<file path="src/design/mas_pkg.sv">
// Constants of the multiplexed converter serial sequencer.
// Assumes a single 10 MHz system clock; the shift clock arrives as a sampled input.
package mas_pkg;
  localparam int          CLK_PERIOD_NS   = 100;          // System clock period
  localparam int          CMD_BITS        = 4;            // Enable bit plus three address bits
  localparam int          ADDR_BITS       = 3;            // Channel address width
  localparam int          CHAN_COUNT      = 8;            // Channels of the wide variant
  localparam int          RES_BITS        = 12;           // Converter resolution
  localparam int          EN_POS          = 3;            // Enable bit position in the word
  localparam int          HOLD_EDGE       = 2;            // Falling edge that starts hold
  localparam int          DRIVE_EDGE      = 1;            // Falling edge that starts driving data
  localparam int          CONV_CYCLES     = 12;           // Shift clocks per conversion
  localparam logic [7:0]  CHAN_OFF        = 8'h00;        // All channels off
  localparam logic [3:0]  CMD_RESET       = 4'h0;         // Word after reset: disabled
  localparam logic [11:0] RESULT_RESET    = 12'h000;      // Result after reset
  localparam logic [5:0]  EDGE_MAX        = 6'h3f;        // Saturation of the edge counter

  typedef enum logic [2:0] {
    MAS_IDLE   = 3'b000,
    MAS_SAMPLE = 3'b001,
    MAS_CONV   = 3'b010,
    MAS_MSB    = 3'b011,
    MAS_LSB    = 3'b100,
    MAS_ZERO   = 3'b101
  } mas_state_e;
endpackage

</file>
<file path="src/design/mas_sequencer.sv">
// Control logic of a multi-channel 12-bit sampling converter with serial port.
// Assumes shift clock and selects are synchronous to ref_clk and slower than it;
// the analog comparator decision arrives on compHigh once per conversion step.
`timescale 1ns/1ps
`default_nettype none
module mas_sequencer (
  input  wire logic                          ref_clk,             // System clock, 10 MHz
  input  wire logic                          rst_n,               // Asynchronous reset, low
  input  wire logic                          shiftClk,            // Serial shift clock from host
  input  wire logic                          mux_select_n,        // Mux select, low active
  input  wire logic                          converter_select_n,  // Converter select, low active
  input  wire logic                          dataIn,              // Serial data input
  input  wire logic                          compHigh,            // Comparator decision for trial bit
  output logic                               dataOut,             // Serial data output
  output logic                               dataOutEn,           // High while output drives
  output logic [mas_pkg::CHAN_COUNT-1:0]     chanOn,              // One-hot channel switches
  output logic [mas_pkg::ADDR_BITS-1:0]      chanAddr,            // Loaded channel address
  output logic                               chanEnable,          // Loaded enable bit
  output logic                               sampling,            // Sample switch closed
  output logic                               converterPowered,    // Converter supply on
  output logic                               comparatorPowered,   // Comparator and bias on
  output logic [mas_pkg::RES_BITS-1:0]       trialWord,           // DAC trial word for comparator
  output logic                               convDone             // One-cycle pulse at result
);
  import mas_pkg::*;

  mas_state_e                state;
  mas_state_e                next_state;
  logic                      clkPrev;
  logic [CMD_BITS-1:0]       shiftReg;
  logic [CMD_BITS-1:0]       next_shiftReg;
  logic [CMD_BITS-1:0]       cmdWord;
  logic [CMD_BITS-1:0]       next_cmdWord;
  logic                      muxSelPrev;
  logic [5:0]                fallCnt;
  logic [5:0]                next_fallCnt;
  logic [3:0]                bitIdx;
  logic [3:0]                next_bitIdx;
  logic [RES_BITS-1:0]       sar;
  logic [RES_BITS-1:0]       next_sar;
  logic [RES_BITS-1:0]       trial;
  logic [RES_BITS-1:0]       next_trial;
  logic                      next_dataOut;
  logic                      outDrive;
  logic                      next_outDrive;
  logic                      next_convDone;
  logic                      memBit;
  logic                      memWr;
  logic [3:0]                memIdx;
  logic                      riseEdge;
  logic                      fallEdge;

  // Decodes the loaded word into one-hot switch controls
  function automatic logic [CHAN_COUNT-1:0] chanDecode(input logic [CMD_BITS-1:0] w);
    logic [CHAN_COUNT-1:0] d;
    d = CHAN_OFF;
    if (w[EN_POS]) begin
      d[w[ADDR_BITS-1:0]] = 1'b1;
    end
    return d;
  endfunction

  // Edges of the sampled shift clock
  assign riseEdge = shiftClk & ~clkPrev;
  assign fallEdge = ~shiftClk & clkPrev;

  // Mux side: shift while its select is high, latch on its falling edge
  always_comb begin
    next_shiftReg = shiftReg;
    next_cmdWord  = cmdWord;
    if (mux_select_n && riseEdge) begin
      next_shiftReg = {shiftReg[CMD_BITS-2:0], dataIn};
    end
    if (muxSelPrev && !mux_select_n) begin
      next_cmdWord = shiftReg;
    end
  end

  always_ff @(posedge ref_clk or negedge rst_n) begin
    if (!rst_n) begin
      clkPrev    <= 1'b0;
      muxSelPrev <= 1'b1;
      shiftReg   <= CMD_RESET;
      cmdWord    <= CMD_RESET;
    end else begin
      clkPrev    <= shiftClk;
      muxSelPrev <= mux_select_n;
      shiftReg   <= next_shiftReg;
      cmdWord    <= next_cmdWord;
    end
  end

  // Word stays on the switches while mux select is low; a reload changes it
  assign chanOn     = mux_select_n ? CHAN_OFF : chanDecode(cmdWord);
  assign chanAddr   = cmdWord[ADDR_BITS-1:0];
  assign chanEnable = cmdWord[EN_POS];

  // Converter sequence; select high returns state, edge count and data output to idle; trial, result and bit index keep their values
  always_comb begin
    next_state     = state;
    next_fallCnt   = fallCnt;
    next_bitIdx    = bitIdx;
    next_sar       = sar;
    next_trial     = trial;
    next_dataOut   = dataOut;
    next_outDrive  = outDrive;
    next_convDone  = 1'b0;
    memWr          = 1'b0;
    memIdx         = bitIdx;
    if (converter_select_n) begin
      next_state     = MAS_IDLE;
      next_fallCnt   = 6'h00;
      next_outDrive  = 1'b0;
      next_dataOut   = 1'b0;
    end else begin
      if (fallEdge && fallCnt != EDGE_MAX) begin
        next_fallCnt = fallCnt + 6'h01;
      end
      case (state)
        MAS_IDLE: begin
          next_state = MAS_SAMPLE;
        end
        MAS_SAMPLE: begin
          if (fallEdge) begin
            if (fallCnt + 6'h01 == 6'(DRIVE_EDGE)) begin
              next_outDrive  = 1'b1;
              next_dataOut   = 1'b0;
            end
            if (fallCnt + 6'h01 == 6'(HOLD_EDGE)) begin
              next_state  = MAS_CONV;
              next_bitIdx = 4'(RES_BITS - 1);
              next_sar    = RESULT_RESET;
              next_trial  = 12'h800;
              next_dataOut = 1'b0;
            end
          end
        end
        MAS_CONV: begin
          // One decision per shift clock, bit out as soon as it is known
          if (fallEdge) begin
            next_sar    = compHigh ? trial : (trial & ~(12'h001 << bitIdx));
            next_dataOut = compHigh;
            if (bitIdx == 4'h0) begin
              next_state = MAS_LSB;
              next_bitIdx = 4'h1;
              next_convDone = 1'b1;
              memWr = 1'b1;
            end else begin
              next_bitIdx = bitIdx - 4'h1;
              next_trial = (compHigh ? trial : (trial & ~(12'h001 << bitIdx))) | (12'h001 << (bitIdx - 4'h1));
            end
          end
        end
        MAS_MSB: begin
          next_state = MAS_LSB;
        end
        MAS_LSB: begin
          // LSB first replay from the stored word; LSB itself was just sent
          memIdx = bitIdx;
          if (fallEdge) begin
            next_dataOut = memBit;
            if (bitIdx == 4'(RES_BITS - 1)) begin
              next_state = MAS_ZERO;
            end else begin
              next_bitIdx = bitIdx + 4'h1;
            end
          end
        end
        default: begin
          if (fallEdge) begin
            next_dataOut = 1'b0;
          end
        end
      endcase
    end
  end

  always_ff @(posedge ref_clk or negedge rst_n) begin
    if (!rst_n) begin
      state     <= MAS_IDLE;
      fallCnt   <= 6'h00;
      bitIdx    <= 4'h0;
      sar       <= RESULT_RESET;
      trial     <= RESULT_RESET;
      dataOut   <= 1'b0;
      outDrive  <= 1'b0;
      convDone  <= 1'b0;
    end else begin
      state     <= next_state;
      fallCnt   <= next_fallCnt;
      bitIdx    <= next_bitIdx;
      sar       <= next_sar;
      trial     <= next_trial;
      dataOut   <= next_dataOut;
      outDrive  <= next_outDrive;
      convDone  <= next_convDone;
    end
  end

  // Last decided bit folded in so the stored word is complete
  mas_result_mem u_mem (
    .ref_clk (ref_clk),
    .rst_n   (rst_n),
    .wrEn    (memWr),
    .wrData  (compHigh ? trial : (trial & 12'hffe)),
    .rdIdx   (memIdx),
    .rdBit   (memBit)
  );

  // Power and analog controls; comparator off once the result is complete
  assign sampling          = (state == MAS_SAMPLE) && !converter_select_n;
  assign converterPowered  = !converter_select_n;
  assign comparatorPowered = !converter_select_n && (state == MAS_SAMPLE || state == MAS_CONV);
  assign trialWord         = trial;
  // Drive gated by the select itself so the wire floats in the very cycle the select rises
  assign dataOutEn         = outDrive && !converter_select_n;
endmodule
`default_nettype wire

</file>
<file path="src/design/mas_result_mem.sv">
// Result store: holds the last converted word; read data leave a register.
// Assumes a write and a bit read never need the same cycle's new word.
`timescale 1ns/1ps
`default_nettype none
module mas_result_mem (
  input  wire logic                      ref_clk,  // System clock
  input  wire logic                      rst_n,    // Asynchronous reset, low
  input  wire logic                      wrEn,     // Store a new result
  input  wire logic [mas_pkg::RES_BITS-1:0] wrData, // Result to store
  input  wire logic [3:0]                rdIdx,    // Bit to read
  output logic                           rdBit     // Registered bit
);
  import mas_pkg::*;
  logic [RES_BITS-1:0] word;
  logic [RES_BITS-1:0] next_word;
  logic                next_rdBit;

  // Word update and bit select
  always_comb begin
    next_word  = wrEn ? wrData : word;
    next_rdBit = (rdIdx < 4'(RES_BITS)) ? word[rdIdx] : 1'b0;
  end

  always_ff @(posedge ref_clk or negedge rst_n) begin
    if (!rst_n) begin
      word  <= RESULT_RESET;
      rdBit <= 1'b0;
    end else begin
      word  <= next_word;
      rdBit <= next_rdBit;
    end
  end
endmodule
`default_nettype wire

</file>
<file path="config.mk">
export PLATFORM = sky130hd
export DESIGN_NAME = mas_sequencer
export DESIGN_NICKNAME = d
export VERILOG_FILES = /design/src/design/mas_pkg.sv /design/src/design/mas_sequencer.sv /design/src/design/mas_result_mem.sv
export SDC_FILE = /design/constraint.sdc
export NUM_CORES = 1
export LEC_CHECK = 0
export BUFFER_PORTS_ARGS = -buffer_cell sky130_fd_sc_hd__buf_2
export CAP_MARGIN = 20
export CORE_MARGIN = 2
export CORE_UTILIZATION = 61
export CTS_BUF_LIST = sky130_fd_sc_hd__clkbuf_4
export CTS_CLUSTER_SIZE = 24
export DETAILED_ROUTE_END_ITERATION = 10
export HOLD_SLACK_MARGIN = 0.03
export MAX_ROUTING_LAYER = met4
export PLACE_DENSITY = 0.88
export SLEW_MARGIN = 20
export SYNTH_ARGS = -nofsm -noshare
export SYNTH_HDL_FRONTEND = slang
export SYNTH_SLANG_ARGS = --single-unit
</file>
<file path="constraint.sdc">
create_clock -name ref_clk -period 2.5 [get_ports ref_clk]
set_input_delay 0.5 -clock ref_clk [delete_from_list [all_inputs] [get_ports ref_clk]]
set_output_delay 0.5 -clock ref_clk [all_outputs]
set_load 0.05 [all_outputs]
</file>
### Word-level counts from Yosys, hierarchy flattened

Cells that the tools add are included.

* bits in writable memories: 0
* latch bits: 0
* input port bits: 7
* memory bits (read-only): 0
* word-level logic and storage cells: 124
* memories kept: 0
* register bits after elaboration: 51
* output and inout bits: 30

* divide/modulo/power cells: 0
* shift-type cells: 2
* $mul: 0
* add/sub/neg operators: 3
* order comparisons: 4
* muxes and demuxes: 47
* reductions and logical operators: 25
* bitwise logic cells: 8
* equal/unequal tests: 22

Operator list (count)
* $mux 12: 5
* $mux 4: 6
* $pmux 12 s2: 1
* $shl 1x4->12 const A: 2
* $mux 3: 7
* $mux 1: 19
* $ne 3x3->1 const B: 6
* $mux 8: 2
* $pmux 3 s5: 1
* $reduce_and 7->1: 2
* $and 12x12->12: 1
* $mux 6: 2
* $ne 2x2->1 const B: 6
* $not 12->12: 1
* $or 12x12->12: 1
* $pmux 4 s3: 1
* $reduce_bool 2->1: 5
* $logic_and 1x1->1: 7
* $add 6x1->6 const B: 1
* $eq 3x2->1 const B: 2
* $eq 6x1->1 const B: 1
* $eq 6x2->1 const B: 1
* $ne 6x6->1 const B: 1
* $reduce_and 3->1: 2
* 24 further kinds: 28

### Depth between registers and ports, before layout

* word-level depth: 8
* mapped depth: 9
* gate-level depth less buffers: 7

### Hierarchy

A second synthesis with hierarchy kept.

* cell total of the unflattened synthesis: 297
* area total of the unflattened synthesis: 3049.2 µm²

Modules (own cells, without submodules)
* mas_sequencer: sequential area each 952.2 µm², cells an instance 265, area each 2482.4 µm², instances 1
* mas_result_mem: sequential area each 325.3 µm², cells an instance 32, area each 566.8 µm², instances 1

### Worst setup path before layout

Ideal clock, no wire load.

* path kind: register -> output
* start point: register cmdWord[3]
* end point: output port chanOn[0] in the netlist's numbering
* arrival time: 2.219 ns
* slack: -0.219 ns
* cell stages (with the launch flop): 3
* path buffers: 0
* data required time: 2.000 ns
* cells stage by stage: dfrtp_1 > or3b_2 > nor3_1

* word-level cells in the longest chain between the ends: 2

RTL lines
* from (decl): RTL line mas_sequencer.sv:32 `logic [CMD_BITS-1:0] cmdWord;`
* from (signal assigned): RTL line mas_sequencer.sv:89 `cmdWord <= next_cmdWord;`
* $mux 8: RTL line mas_sequencer.sv:57 `if (w[EN_POS]) begin`
* $mux 8: RTL line mas_sequencer.sv:94 `assign chanOn = mux_select_n ? CHAN_OFF : chanDecode(cmdWord);`
* to (decl): RTL line mas_sequencer.sv:16 `output logic [mas_pkg::CHAN_COUNT-1:0] chanOn,`

Every way passes these cells.

### Worst setup path in the final report

* start point: register state[0]
* end point: output port sampling

* word-level cells in the longest chain between the ends: 2

RTL lines
* from (decl): RTL line mas_sequencer.sv:27 `mas_state_e state;`
* from (signal assigned): RTL line mas_sequencer.sv:189 `state <= next_state;`
* $eq 3x1->1: RTL line mas_sequencer.sv:211 `assign sampling = (state == MAS_SAMPLE) && !converter_select_n;`
* $logic_and 1x1->1: RTL line mas_sequencer.sv:211
* to (decl): RTL line mas_sequencer.sv:19 `output logic sampling,`

Every way passes these cells.

==> run metrics <==
outcome finished clean; antenna-violating nets left 0; Crit path largest cell delay 0.52 ns; Post-Synthesis Cell Area 3166 um^2; worst slew pin tran 0.5914 ns; hold_buf cts 0; Post-synth top cells dfrtp_1 (50), nor2_1 (31), mux2_2 (22); Nets 378; met1 Use GR 35.00%; # diodes 0; CTS tree yes; total gr overflow 0; DR WL/cell 16.25 um; syn avg cell area 9.593 um^2; post-layout util 69.11%; Peak VDD IR 0.5970 mV; Initial DRT Pass Iterations 6; first-pass GRT wire length 12.16 mm; Die H 76.04 um; CTS buffer count 5; Worst path slowest cell dfrtp_1; Yosys top cell area share 39.53%; Netlist cell types 51; GRT Resource Usage Total 26.16%; Via density 6.116; crit path max fanout 7; unrepaired setup endpoints after global routing no; buffers inserted by post-CTS timing repair 0; count leader, synth dfrtp_1; post-synthesis register bit count 51; final setup vio count 0; fmax 442.5 MHz; crit path launch type register; final WL 7.019 mm; Clock Skews 0.01176 ns; DRC 0; H-Tree Depth 2; CP arrival 1.76 ns; Iter 0 DRT Violations 370; Total Power 3250 uW; worst path cell trace inv_2 -> or3_4 -> nor2_1 -> buf_2; synthesized instance count 330; TNS Setup 0 ns; PortBufs 36; clock sinks 51; Starting Density 62.78%; post-CTS sizing 0; routability congestion estimate 0.9608; CTS Buffer Depth 2; most area-hungry cell type in the Yosys netlist dfrtp_1; Slew Limit Fails 0; worst-skew pair later-pin latency 0.37 ns; layout cells sized above 1 27.90%; CP Class reg -> out; met3 Use GR 3.436%; vias in the first global route 2,631; Rel. slew slack 60.48%; final hold violation count 0; DPL Wire Length 5.019 mm; met2 Resource Use GR 41.07%; most area-consuming cells after synthesis dfrtp_1 (40%), mux2_2 (7.8%), ha_1 (4.0%); register area share after synthesis 40.36%; Max Cap Viol 0; share of flip-flops with an asynchronous set or reset 100.0%; FP Rows 26; fin crit period 2.260 ns; I/O pins 37; initial antenna violation count 0; Core ar. 5042 um^2; largest net degree at the start of global routing 24; top_reg_cell synth dfrtp_1; die footprint 5781 um^2; final worst path period share 90.40%; area grow syn2layout 10.08%; CTS clk-pin slew, worst paths 0.15 ns; worst path required time 2.00 ns; Synth Net Count 347; via count 2,642; Synthesis Warnings 0; Inst Count DP 424; Final Instance Count excl. Fillers 432; Power Dens Cells 932.8 nW/um^2; worst hold path class in -> async; CP endpoint kind primary output; Die W 76.04 um; Root Driver clkbuf_4; EDFF count, synth 0; Lkg Pwr 0.001630 uW; busiest grt layer met2
## kinds of logic (layout without fill, tap and decap cells)
| kind of cell | after synthesis | count (layout) | share of synthesized area [%] |
|---|---|---|---|
| flops | 51 | 51 | 40.36 |
| mux | 32 | 32 | 12.65 |
| compound gates | 78 | 78 | 16.68 |
| buf+inv | 43 | 75 | 6.956 |
| simple gates | 108 | 108 | 17.19 |
| fa+ha+maj | 10 | 10 | 3.953 |
| xor+xnor | 8 | 8 | 2.214 |
## worst max-delay path: cells and delay by family, from the launching register on
family	cells	cell delay, ns
buf+inv	2	0.37
flops	1	0.52
simple gates	2	0.52
## cell usage in the layout, fill, tap and decap left out, types with 2 or more instances in the layout
| master | n |
|---|---|
| mux4_2 | 3 |
| o31ai_1 | 13 |
| nor3_1 | 10 |
| o21ai_0 | 14 |
| o2bb2ai_1 | 2 |
| nor2b_1 | 7 |
| o21a_1 | 3 |
| mux2_2 | 22 |
| nor2_1 | 31 |
| a31oi_1 | 9 |
| ha_1 | 10 |
| mux2_4 | 3 |
| a22oi_1 | 3 |
| nand2b_1 | 8 |
| mux2i_1 | 4 |
| and3_1 | 3 |
| nand2_1 | 21 |
| nand4_1 | 4 |
| nor3b_1 | 2 |
| xor2_1 | 3 |
| or3b_2 | 2 |
| buf_2 | 36 |
| clkbuf_4 | 7 |
| nand3_1 | 9 |
| inv_1 | 11 |
| xnor2_1 | 5 |
| a21oi_1 | 17 |
| a21o_1 | 3 |
| o22ai_1 | 3 |
| buf_4 | 18 |
| dfrtp_1 | 50 |
| nand3b_1 | 7 |
## area by class of cell
cell class                 count  area [um^2]
clock buffer                   7        52.55
clock inverter                 1        30.03
timing repair buffer          54        315.3
sequential                    51         1277
inverter                      13        48.80
fill                         393         1558
tap                           70        87.58
multi-input combinational    236         1673
## path summary, 6_finish.rpt
path / startpoint / end / slack [ns] / cells after the start
max: state[0]$_DFFE_PN0P_ / sampling / 0.24 / 4
min: rst_n / trialWord[8]$_DFFE_PN0P_ / 0.05 / 1
max reg2reg: fallCnt[0]$_DFFE_PN0P_ / trialWord[10]$_DFFE_PN0P_ / 0.24 / 6
min reg2reg: u_mem.word[11]$_DFFE_PN0P_ / u_mem.word[11]$_DFFE_PN0P_ / 0.52 / 2
max in group asynchronous: rst_n / muxSelPrev$_DFF_PN1_ / 1.74 / 2
min in group ref_clk: mux_select_n / muxSelPrev$_DFF_PN1_ / 0.26 / 1
## metal layers
| layer | routed length, um | vias to the layer above |
|---|---|---|
| met5 | 0 | - |
| met4 | 138 | 0 |
| met3 | 388 | 20 |
| met2 | 3436 | 103 |
| met1 | 3055 | 1288 |
| li1 | - | 1231 |
## power by group
part,switching [uW],internal (uW)
Sequential,142,949
Clock,254,234
Combinational,1070,605
## state kept, by name, summed over array words and instances, names as in the netlist, 3 cells and up
signal,count
shiftReg,4
trialWord,12
state,3
fallCnt,6
u_mem.word,12
cmdWord,4
bitIdx,4
## through the flow
step | area, um^2 | worst slack [ns] | hold WS (ns)
3_3_place_gp | 3402 | 0.3333 | 0.4578
6_report | 3485 | 0.2400 | 0.04898
5_1_grt | 3485 | 0.1338 | 0.03928
3_5_place_dp | 3402 | 0.2949 | 0.4566
4_1_cts | 3485 | 0.2585 | 0.04772
2_1_floorplan | 3171 | 0.03921 | 0.2044
Power figures use the tool's default switching activity.
